$ cat config.mk
export PLATFORM = sky130hd
export DESIGN_NAME = rpm_device_flat
export DESIGN_NICKNAME = d
export VERILOG_FILES = /design/src/core/rpm_pkg.sv /design/src/core/rpm_if.sv /design/src/core/rpm_device.sv /design/src/flat_wrapper.sv
export SDC_FILE = /design/constraint.sdc
export NUM_CORES = 1
export LEC_CHECK = 0
export BUFFER_PORTS_ARGS = -buffer_cell sky130_fd_sc_hd__buf_2
export CAP_MARGIN = 20
export CORE_MARGIN = 4
export CORE_UTILIZATION = 35
export DETAILED_ROUTE_END_ITERATION = 12
export PLACE_DENSITY = 0.51
export SLEW_MARGIN = 25
export SYNTH_ARGS = -nofsm -noshare
export SYNTH_HDL_FRONTEND = slang
export SYNTH_SLANG_ARGS = --single-unit
$ cat constraint.sdc
create_clock -name clock_in -period 16.55 [get_ports clock_in]
set_input_delay 0.8275 -clock clock_in [delete_from_list [all_inputs] [get_ports clock_in]]
set_output_delay 0.8275 -clock clock_in [all_outputs]
set_load 0.01 [all_outputs]
$ cat src/core/rpm_pkg.sv
/*
  Package for the root port packet mailbox: register map, control and status
  field positions, FIFO sizing and command encodings shared by both ends.
  Assumes a single 20 MHz clock and a synchronous active-high reset.
*/
package rpm_pkg;
  localparam int RPM_AW = 16;
  localparam int RPM_DW = 32;
  localparam logic [RPM_AW-1:0] RPM_TX_DWORD_OFF = 16'h2000;
  localparam logic [RPM_AW-1:0] RPM_TX_CTRL_OFF = 16'h2004;
  localparam logic [RPM_AW-1:0] RPM_RX_DWORD_OFF = 16'h2008;
  localparam logic [RPM_AW-1:0] RPM_RX_STATUS_OFF = 16'h200c;
  localparam int RPM_CTL_FIRST = 0;
  localparam int RPM_CTL_LAST = 1;
  localparam int RPM_CTL_POSTED = 2;
  localparam int RPM_ST_FIRST = 0;
  localparam int RPM_ST_LAST = 1;
  localparam logic [2:0] RPM_CMD_FIRST_NP = 3'h1;
  localparam logic [2:0] RPM_CMD_MIDDLE = 3'h0;
  localparam logic [2:0] RPM_CMD_LAST = 3'h2;
  localparam int RPM_FIFO_DEPTH = 8;
  localparam int RPM_PTR_W = 3;
  localparam logic [RPM_DW-1:0] RPM_ZERO = 32'h0000_0000;
  localparam logic [RPM_DW-1:0] RPM_DUMMY = 32'h0000_0000;
  // Host-side controller registers
  localparam logic [3:0] RPM_H_CMD_OFF = 4'h0;
  localparam logic [3:0] RPM_H_DATA_OFF = 4'h1;
  localparam logic [3:0] RPM_H_STAT_OFF = 4'h2;
  localparam logic [3:0] RPM_H_RXD_OFF = 4'h3;
  localparam int RPM_HCMD_SEND = 0;
  localparam int RPM_HCMD_FIRST = 1;
  localparam int RPM_HCMD_LAST = 2;
  localparam int RPM_HCMD_POSTED = 3;
  localparam int RPM_HCMD_RECV = 4;
  localparam int RPM_HCMD_PAD = 5;
endpackage : rpm_pkg

$ cat src/core/rpm_if.sv
/*
  Register port between the application controller and the mailbox device.
  Assumes both ends share clock_in; read data is valid the cycle after read.
*/
`timescale 1ns/1ns
interface rpm_if;
  import rpm_pkg::*;
  logic [RPM_AW-1:0] addr;
  logic [RPM_DW-1:0] wdata;
  logic write;
  logic read;
  logic [RPM_DW-1:0] rdata;
  logic rvalid;
  logic wait_req;
  modport dev (input addr, wdata, write, read, output rdata, rvalid, wait_req);
  modport app (output addr, wdata, write, read, input rdata, rvalid, wait_req);
endinterface : rpm_if

$ cat src/core/rpm_device.sv
/*
  Mailbox device end: assembles pushed dwords into packets, releases whole
  packets downstream, and presents returned completions dword by dword.
  Assumes the application obeys the push and poll sequences.
*/
// Notes on behaviour
// - Write 0x2000 holds next transmit dword
// - Control bit 2 selects posted request
// - Control bit 1 last, bit 0 first
// - Control 001 pushes first non-posted dword
// - Data then control; 000 middle, 010 last
// - Closed packet is transmitted downstream whole
// - Completions queued in receive FIFO
// - Read 0x2008 returns one receive dword
// - Status 0x200c bit 0 first dword present
// - Status bit 1 marks final dword next
// - Status 0 means middle, 2 final
// - Application polls bit 0 then reads
// - Application checks last flag per read
// - One non-posted request outstanding at most; np_out_q only reports it, no send is blocked
// - Non-posted tags lie in 16..31
// - Check link active before configuration
// - Same write sequence for any datapath width
// - Control register port is 32 bits
// - Odd header packets padded with zero dword
`timescale 1ns/1ns
module rpm_device
  import rpm_pkg::*;
(
  // Clock and reset
  input wire logic clock_in,
  input wire logic sys_rst_in,
  // Register port
  rpm_if.dev bus,
  // Downstream transmit stream
  output logic [RPM_DW-1:0] tx_data_out,
  output logic tx_valid_out,
  output logic tx_first_out,
  output logic tx_last_out,
  output logic tx_posted_out,
  input wire logic tx_ready_in,
  // Upstream completion stream
  input wire logic [RPM_DW-1:0] rx_data_in,
  input wire logic rx_valid_in,
  input wire logic rx_first_in,
  input wire logic rx_last_in,
  output logic rx_ready_out
);
  localparam int FW = RPM_DW + 3;
  logic [RPM_DW-1:0] tx_dword_q;
  logic [FW-1:0] txf_q [RPM_FIFO_DEPTH];
  logic [RPM_PTR_W:0] txw_q;
  logic [RPM_PTR_W:0] txr_q;
  logic [RPM_PTR_W:0] txc_q;
  logic [RPM_DW+1:0] rxf_q [RPM_FIFO_DEPTH];
  logic [RPM_PTR_W:0] rxw_q;
  logic [RPM_PTR_W:0] rxr_q;
  logic [RPM_DW-1:0] rdata_q;
  logic rvalid_q;
  logic status_read_q;
  logic tx_full;
  logic tx_push;
  logic tx_pop;
  logic rx_full;
  logic rx_empty;
  logic rx_push;
  logic rx_pop;
  logic rd_dword;
  logic rd_status;
  logic [1:0] rx_flags;
  logic [FW-1:0] tx_head;
  logic [RPM_DW+1:0] rx_head;

  function automatic logic hit(input logic [RPM_AW-1:0] a, input logic [RPM_AW-1:0] off);
    hit = (a == off);
  endfunction : hit

  // Head decode for status; empty reads as no flags at all
  function automatic logic [1:0] head_flags(input logic empty, input logic [RPM_DW+1:0] head);
    logic [1:0] f;
    f = 2'h0;
    if (!empty) begin
      f[RPM_ST_FIRST] = head[RPM_DW];
      f[RPM_ST_LAST] = head[RPM_DW+1] && !head[RPM_DW];
    end
    head_flags = f;
  endfunction : head_flags

  assign tx_full = (txw_q - txr_q) == (RPM_PTR_W+1)'(RPM_FIFO_DEPTH);
  assign tx_push = bus.write && hit(bus.addr, RPM_TX_CTRL_OFF) && !tx_full;
  assign tx_head = txf_q[txr_q[RPM_PTR_W-1:0]];
  // A packet leaves only after its last dword is queued, so it goes out unbroken
  assign tx_pop = (txc_q != 0) && (!tx_valid_out || tx_ready_in);
  assign rx_full = (rxw_q - rxr_q) == (RPM_PTR_W+1)'(RPM_FIFO_DEPTH);
  assign rx_empty = rxw_q == rxr_q;
  assign rx_push = rx_valid_in && rx_ready_out;
  assign rd_dword = bus.read && hit(bus.addr, RPM_RX_DWORD_OFF);
  assign rx_pop = rd_dword && !rx_empty;
  assign rx_head = rxf_q[rxr_q[RPM_PTR_W-1:0]];
  assign rd_status = bus.read && hit(bus.addr, RPM_RX_STATUS_OFF);
  assign rx_flags = head_flags(rx_empty, rx_head);
  assign bus.wait_req = tx_full && bus.write && hit(bus.addr, RPM_TX_CTRL_OFF);
  assign bus.rdata = rdata_q;
  assign bus.rvalid = rvalid_q;

  always_ff @(posedge clock_in) begin
    if (sys_rst_in) begin
      tx_dword_q <= RPM_ZERO;
    end else if (bus.write && hit(bus.addr, RPM_TX_DWORD_OFF)) begin
      tx_dword_q <= bus.wdata;
    end
  end

  always_ff @(posedge clock_in) begin
    if (tx_push) begin
      txf_q[txw_q[RPM_PTR_W-1:0]] <= {bus.wdata[RPM_CTL_POSTED], bus.wdata[RPM_CTL_LAST],
                                      bus.wdata[RPM_CTL_FIRST], tx_dword_q};
    end
  end

  always_ff @(posedge clock_in) begin
    if (sys_rst_in) begin
      txw_q <= '0;
      txr_q <= '0;
      txc_q <= '0;
    end else begin
      if (tx_push) begin
        txw_q <= txw_q + 1'b1;
      end
      if (tx_pop) begin
        txr_q <= txr_q + 1'b1;
      end
      // Count of closed packets waiting
      txc_q <= txc_q + (RPM_PTR_W+1)'(tx_push && bus.wdata[RPM_CTL_LAST])
                     - (RPM_PTR_W+1)'(tx_pop && tx_head[RPM_DW+1]);
    end
  end

  always_ff @(posedge clock_in) begin
    if (sys_rst_in) begin
      tx_valid_out <= 1'b0;
      tx_data_out <= RPM_ZERO;
      tx_first_out <= 1'b0;
      tx_last_out <= 1'b0;
      tx_posted_out <= 1'b0;
    end else if (tx_pop) begin
      tx_valid_out <= 1'b1;
      tx_data_out <= tx_head[RPM_DW-1:0];
      tx_first_out <= tx_head[RPM_DW];
      tx_last_out <= tx_head[RPM_DW+1];
      tx_posted_out <= tx_head[RPM_DW+2];
    end else if (tx_ready_in) begin
      tx_valid_out <= 1'b0;
    end
  end

  always_ff @(posedge clock_in) begin
    if (rx_push) begin
      rxf_q[rxw_q[RPM_PTR_W-1:0]] <= {rx_last_in, rx_first_in, rx_data_in};
    end
  end

  always_ff @(posedge clock_in) begin
    if (sys_rst_in) begin
      rxw_q <= '0;
      rxr_q <= '0;
      rx_ready_out <= 1'b0;
    end else begin
      if (rx_push) begin
        rxw_q <= rxw_q + 1'b1;
      end
      if (rx_pop) begin
        rxr_q <= rxr_q + 1'b1;
      end
      // Registered ready keeps two slots spare, one for the push already in flight
      rx_ready_out <= (rxw_q - rxr_q) < (RPM_PTR_W+1)'(RPM_FIFO_DEPTH - 2) && !rx_full;
    end
  end

  // Read-clear: a status read that shows a flag hides it until the next pop;
  // the pop re-arms it at once, so a new head is never hidden (the pop wins)
  always_ff @(posedge clock_in) begin
    if (sys_rst_in) begin
      status_read_q <= 1'b0;
    end else if (rx_pop) begin
      status_read_q <= 1'b0;
    end else if (rd_status && rx_flags != 2'h0) begin
      status_read_q <= 1'b1;
    end
  end

  always_ff @(posedge clock_in) begin
    if (sys_rst_in) begin
      rdata_q <= RPM_ZERO;
      rvalid_q <= 1'b0;
    end else begin
      rvalid_q <= bus.read;
      if (rd_dword) begin
        rdata_q <= rx_empty ? RPM_ZERO : rx_head[RPM_DW-1:0];
      end else if (rd_status) begin
        // Flags come from the head itself, so a read just after a pop is current
        rdata_q <= {30'h0, status_read_q ? 2'h0 : rx_flags};
      end else begin
        rdata_q <= RPM_ZERO;
      end
    end
  end
endmodule : rpm_device

$ cat src/flat_wrapper.sv
// flat-port wrapper written by rule: the top's interface ports become plain ports
module rpm_device_flat import rpm_pkg::*;
  (clock_in, sys_rst_in, tx_data_out, tx_valid_out, tx_first_out, tx_last_out, tx_posted_out, tx_ready_in, rx_data_in, rx_valid_in, rx_first_in, rx_last_in, rx_ready_out, bus_addr, bus_wdata, bus_write, bus_read, bus_rdata, bus_rvalid, bus_wait_req);
  rpm_if bus_i ();
  input wire logic clock_in;
  input wire logic sys_rst_in;
  output logic [RPM_DW-1:0] tx_data_out;
  output logic tx_valid_out;
  output logic tx_first_out;
  output logic tx_last_out;
  output logic tx_posted_out;
  input wire logic tx_ready_in;
  input wire logic [RPM_DW-1:0] rx_data_in;
  input wire logic rx_valid_in;
  input wire logic rx_first_in;
  input wire logic rx_last_in;
  output logic rx_ready_out;
  input wire logic [$bits(bus_i.addr)-1:0] bus_addr;
  input wire logic [$bits(bus_i.wdata)-1:0] bus_wdata;
  input wire logic [$bits(bus_i.write)-1:0] bus_write;
  input wire logic [$bits(bus_i.read)-1:0] bus_read;
  output wire logic [$bits(bus_i.rdata)-1:0] bus_rdata;
  output wire logic [$bits(bus_i.rvalid)-1:0] bus_rvalid;
  output wire logic [$bits(bus_i.wait_req)-1:0] bus_wait_req;
  assign bus_i.addr = bus_addr;
  assign bus_i.wdata = bus_wdata;
  assign bus_i.write = bus_write;
  assign bus_i.read = bus_read;
  assign bus_rdata = bus_i.rdata;
  assign bus_rvalid = bus_i.rvalid;
  assign bus_wait_req = bus_i.wait_req;
  rpm_device u_core (.clock_in(clock_in), .sys_rst_in(sys_rst_in), .bus(bus_i), .tx_data_out(tx_data_out), .tx_valid_out(tx_valid_out), .tx_first_out(tx_first_out), .tx_last_out(tx_last_out), .tx_posted_out(tx_posted_out), .tx_ready_in(tx_ready_in), .rx_data_in(rx_data_in), .rx_valid_in(rx_valid_in), .rx_first_in(rx_first_in), .rx_last_in(rx_last_in), .rx_ready_out(rx_ready_out));
endmodule
; Word-level counts from Yosys, hierarchy flattened
; Memory sizes are Yosys's and may differ from the RTL's. A register that Yosys moved wholly into a read port is not among the register bits.
; Index checks and enable logic that the tools add are counted.
[op_classes]
add_sub_neg = 8
order_cmp = 1
eq_ne = 7
mux = 15
reduce_logical = 25
[ops]
columns = operator, count
row1 = "== test 16 x 14 -> 1 bit, second input constant", 4
row2 = 2-to-1 mux 32 bit, 2
row3 = "adder 4 x 1 -> 4 bit, second input constant", 4
row4 = logical AND 1 bit, 15
row5 = 2-to-1 mux 3 bit, 4
row6 = "== test 4 bit, second input constant", 2
row7 = subtractor 4 bit, 2
row8 = 2-to-1 mux 1 bit, 6
row9 = 2-to-1 mux 2 bit, 3
row10 = zero test 1 bit, 5
row11 = adder 4 x 1 -> 4 bit, 1
row12 = == test 4 bit, 1
row13 = "less-than comparator 4 x 3 -> 1 bit, second input constant", 1
row14 = nonzero test 2 bit, 2
row15 = nonzero test 4 bit, 1
row16 = subtractor 4 x 1 -> 4 bit, 1
row17 = OR reduction 2 bit, 1
row18 = logical OR 1 bit, 1
[word_totals]
regBits = 123
mem_bits_rw = 552
in_bits = 88
output_inout_bits = 71
memories = 2
[memory_table]
columns = name, words, width, read_ports, rd_ports_with_merged_regs, write_ports, line
row1 = u_core.txf_q, 8, 35, 1, 1, 1, rpm_device.sv:51  ; logic [FW-1:0] txf_q [RPM_FIFO_DEPTH];
row2 = u_core.rxf_q, 8, 34, 1, 1, 1, rpm_device.sv:55  ; logic [RPM_DW+1:0] rxf_q [RPM_FIFO_DEPTH];

; Logic depth before layout (Yosys ltp)
[depth]
word_depth = 7
ltp_mapped = 14
depth_no_buf = 12

; Worst setup path before layout
; OpenSTA, ideal clock, no wires.
[synth_path]
path_kind = input-to-reg
from = in bus_addr[6]
to = mem u_core.txf_q[3][0] (netlist bit) (enable)
t_arrival_ns = 5.726
required_time_ns = 16.022
slack_ns = 10.297
stages = 6
path_cell_list = nor4_4 nand2_2 or4_1 buf_2 nand2b_1 nor4b_1
[synth_via]
elab_chain_cells = 5
[synth_lines]
columns = element, line
row1 = start: declaration, flat_wrapper.sv:18  ; input wire logic [$bits(bus_i.addr)-1:0] bus_addr;
row2 = == test 16 x 14 -> 1 bit, rpm_device.sv:75  ; hit = (a == off);
row3 = logical AND 1 bit (2 in series), rpm_device.sv:90  ; assign tx_push = bus.write && hit(bus.addr, RPM_TX_CTRL_OFF) && !tx_full;
row4 = 2-to-1 mux 1 bit, rpm_device.sv:115  ; if (tx_push) begin
row5 = 2-to-1 mux 1 bit (not written as such), rpm_device.sv:116  ; txf_q[txw_q[RPM_PTR_W-1:0]] <= {bus.wdata[RPM_CTL_POSTED], bus.wdata[RPM_CTL_LAST],
row6 = end: declaration, rpm_device.sv:51
; No other way between the ends.

; Worst setup path in the final report
[layout_path]
from = reg u_core.txw_q[2]
to = out bus_wait_req
[layout_via]
elab_chain_cells = 4
[layout_lines]
columns = element, line
row1 = start: declaration, rpm_device.sv:52  ; logic [RPM_PTR_W:0] txw_q;
row2 = start signal: assignment, rpm_device.sv:128  ; txw_q <= txw_q + 1'b1;
row3 = subtractor 4 bit, rpm_device.sv:89  ; assign tx_full = (txw_q - txr_q) == (RPM_PTR_W+1)'(RPM_FIFO_DEPTH);
row4 = == test 4 bit, rpm_device.sv:89
row5 = logical AND 1 bit (2 in series), rpm_device.sv:102  ; assign bus.wait_req = tx_full && bus.write && hit(bus.addr, RPM_TX_CTRL_OFF);
row6 = end: declaration, flat_wrapper.sv:24  ; output wire logic [$bits(bus_i.wait_req)-1:0] bus_wait_req;
; No other way between the ends.

==> qor.yml <==
clock_network:
  cts_setup_buffers: 0
  tritoncts: "yes"
  cts.sinks: 681
  htreeDepth: 3
  cts_root_buf: "clkbuf_16"
  path_clk_slew_ns: 0.06
  cts_resized: 0
  clockBufferDepth: 3
  clk-insertion-delay-late_ns: 0.60
  hold_buffers: 0
  numCtsBuffers: 75
logic_synthesis:
  synth_nets: 1430
  netlist_area_um2: 25300
  ys_seq_area_share_pct: 75.8
  synth.avg_cell_area_um2: 19.1
  synth-seq-cells: 681
  syn_inst: 1325
  synth_fa_ha_area_share_pct: 0.901
  ys_types: 38
  synth_top_family_by_area: "multiplexers"
  yosys.area_share.simple_pct: 4.02
  synth_warnings: 0
  synth_xor_xnor_area_share_pct: 0.520
  synth_compound_area_share_pct: 2.17
  synthMuxAreaShare_pct: 15.1
route:
  drtPass1Iterations: 5
  drtIter0Drc: 869
  final_antenna_net_count: 0
  viasPerCell: 4.83
  wl_per_cell_um: 21.3
  vias: 12200
  routed_wl_um: 54000
  drcViolationCount: 0
worst_setup_path:
  arrival_ns: 2.66
  required_ns: 15.72
  reg2reg_setup_slack_ns: 13.36
  path_max_fanout: 10
  r2r-start: "u_core.txc_q[2]"
  crit_path_start_kind: "flip-flop"
  crit_type: "flip-flop to primary output"
  ff2ff_path_depth: 12
  cp-end-kind: "primary output"
  reg2reg_to: "u_core.txc_q[2]"
timing:
  maxSlewViolCount: 0
  worst_pin_slew_ns: 1.04
  rsz0062_at_grt: "no"
  fin_crit_sh_pct: 21.0
  fin_ws_ns: 13.07
  max_freq_mhz: 287
  hold_violations: 0
  setup_viol: 0
  finalSetupTns_ns: 0
  relSlewSlack_pct: 30.7
  fin_worst_skew_ns: 0.0275
  finalCriticalPeriod_ns: 3.48
pwr:
  ir_worst_vdd_uv: 118
  p_int_mw: 3.12
  combPwrFrac_pct: 12.3
  cellPowerDensity_nw_per_um2: 137
  power.switching_mw: 0.979
  power_frac_seq_pct: 47.5
  p_leak_nw: 10.0
  clockPowerShare_pct: 40.2
  p_total_mw: 4.10
  swShare_pct: 23.9
place:
  io_buffer_count: 158
  dp_hpwl_um: 29900
  dp_slack_ns: 12.87
  gp_congestion: 0.704
  place_area_um2: 27300
die:
  fp.dieW_um: 277
  row_count: 98
  start_util_pct: 35.3
  core_um2: 71500
  die_h_um: 277
  pin_count: 159
  die_area_um2: 76600
finish:
  fin_area_um2: 29800
  nets: 1624
  drive_gt1_share_pct: 29.3
  fillerInstances: 6358
  area_growth_pct: 18.0
global_routing:
  grt_pass1_wl_um: 82600
  antenna_found_initial: 10
  grt_pass1_vias: 13300
  grt.total_usage_pct: 14.1
  grt_overflow_total: 0
  grt_max_degree: 68
min_path:
  worstHoldStart: "bus_wdata[14]"
  min_path_type: "input port to flip-flop"
  min_to: "u_core.tx_dword_q[14]"
  hold_depth: 3
run_status:
  status: "finished clean"
run:
  maxCapViolCount: 0
-- cell usage in the layout (no fill, tap or decap), drive strengths merged --
cell	instances
edfxtp	552
buf	188
mux4	138
dfxtp	129
clkbuf	108
nor2	97
nand2	75
mux2i	71
a21oi	46
a211oi	36
inv	23
clkinv	17
ha	15
xnor2	9
nor3	9
nand3	7
nor4	7
xor2	6
bufinv	6
nor2b	5
nand2b	4
or4	4
diode	3
nor3b	3
nor4b	3
nand4	2
a21o	2
o31ai	2
o21ai	2
fa	2
clkinvlp	2
or3	2
nand3b	1
and3	1
and2	1
o2111ai	1
or4b	1
or3b	1
-- layer usage --
layer | up-vias | GRT usage (%) | wire length, um
li1 | 5639 | - | -
met1 | 6294 | 17.4 | 22400
met2 | 214 | 24.7 | 27800
met3 | 78 | 3.76 | 2900
met4 | 12 | 3.47 | 819
met5 | - | 0 | 79
-- per-stage QoR --
step	utilization [%]	hold WS [ns]	instances
after floorplan	-	0.464	1325
after CTS	41.6	0.424	2527
after global placement	38.2	0.481	2391
final	41.7	0.465	2531
after global routing	41.7	0.440	2528
after detailed placement	38.2	0.491	2391
-- power groups by stage --
stage	registers (mW)	clock network, mW	logic (mW)
3_3_place_gp	1.98	0	0.511
5_1_grt	1.96	1.77	0.561
4_1_cts	1.95	1.70	0.514
6_report	1.95	1.65	0.503
2_1_floorplan	1.98	0	0.341
3_5_place_dp	1.98	0	0.514
-- cells by family (layout without fill, tap and decap cells) --
family,count (synthesis),in the layout
buf+inv,91,344
mux,209,209
compound gates,89,89
xor+xnor,15,15
other cells,0,3
fa+ha+maj,17,17
simple gates,223,223
flops,681,681
-- cells in the mapped netlist (all sizes together) --
cell type / number / area (um2)
nor2: 97 / 364
and2: 1 / 6.26
a211oi: 36 / 270
mux2i: 71 / 711
dfxtp: 129 / 2580
nand4: 2 / 12.5
clkbuf: 39 / 146
nor2b: 5 / 31.3
nor3b: 3 / 22.5
nand2b: 4 / 25.0
or4: 4 / 30.0
o31ai: 2 / 15.0
nand3b: 1 / 7.51
xnor2: 9 / 78.8
o21ai: 2 / 10.0
a21o: 2 / 15.0
edfxtp: 552 / 16600
and3: 1 / 6.26
or3b: 1 / 8.76
mux4: 138 / 3110
ha: 15 / 188
nor4b: 3 / 41.3
o2111ai: 1 / 8.76
inv: 20 / 75.1
or3: 2 / 12.5
a21oi: 46 / 230
nor3: 9 / 45.0
buf: 32 / 144
xor2: 6 / 52.6
nand3: 7 / 35.0
or4b: 1 / 10.0
fa: 2 / 40.0
nor4: 7 / 73.8
nand2: 75 / 284
-- worst max-delay path, stage by stage, from the launching register on --
cell and delay, ns:
dfxtp_1 0.57, ha_1 0.35, a21oi_1 0.17, a21oi_1 0.12, or4_1 0.56, nor2_1 0.14, buf_2 0.15
-- registers in the layout, summed over array words and instances (netlist names), 4 cells and up, named ones only --
| register | flops |
|---|---|
| u_core.txf_q | 280 |
| u_core.rxf_q | 272 |
| u_core.bus.rdata | 32 |
| u_core.tx_data_out | 32 |
| u_core.tx_dword_q | 32 |
| u_core.rxr_q | 4 |
| u_core.rxw_q | 4 |
| u_core.txc_q | 4 |
| u_core.txr_q | 4 |
| u_core.txw_q | 4 |
-- worst max-delay path by stage --
stage                    endpoint             from  cells past startpoint
6_report             bus_wait_req  u_core.txw_q[2]                      6
5_1_grt              bus_wait_req  u_core.txw_q[2]                      6
4_1_cts              bus_wait_req  u_core.txw_q[2]                      6
3_5_place_dp   u_core.txf_q[2][9]      bus_addr[6]                      7
3_3_place_gp   u_core.txf_q[2][9]     bus_addr[12]                      7
2_1_floorplan  u_core.txf_q[3][0]      bus_addr[6]                      6
-- area by class of cell --
class                      instances  area (um2)  area share (%)
antenna                            3        7.51          0.0252
clock inverter                    28         332            1.11
timing repair buffer             188        1050            3.51
clock buffer                     108        2120            7.12
sequential                       681       19200            64.3
multi-input combinational        553        5870            19.7
tap                              950        1190            3.99
inverter                          20        75.1           0.252
(Power assumes the default switching activity.)
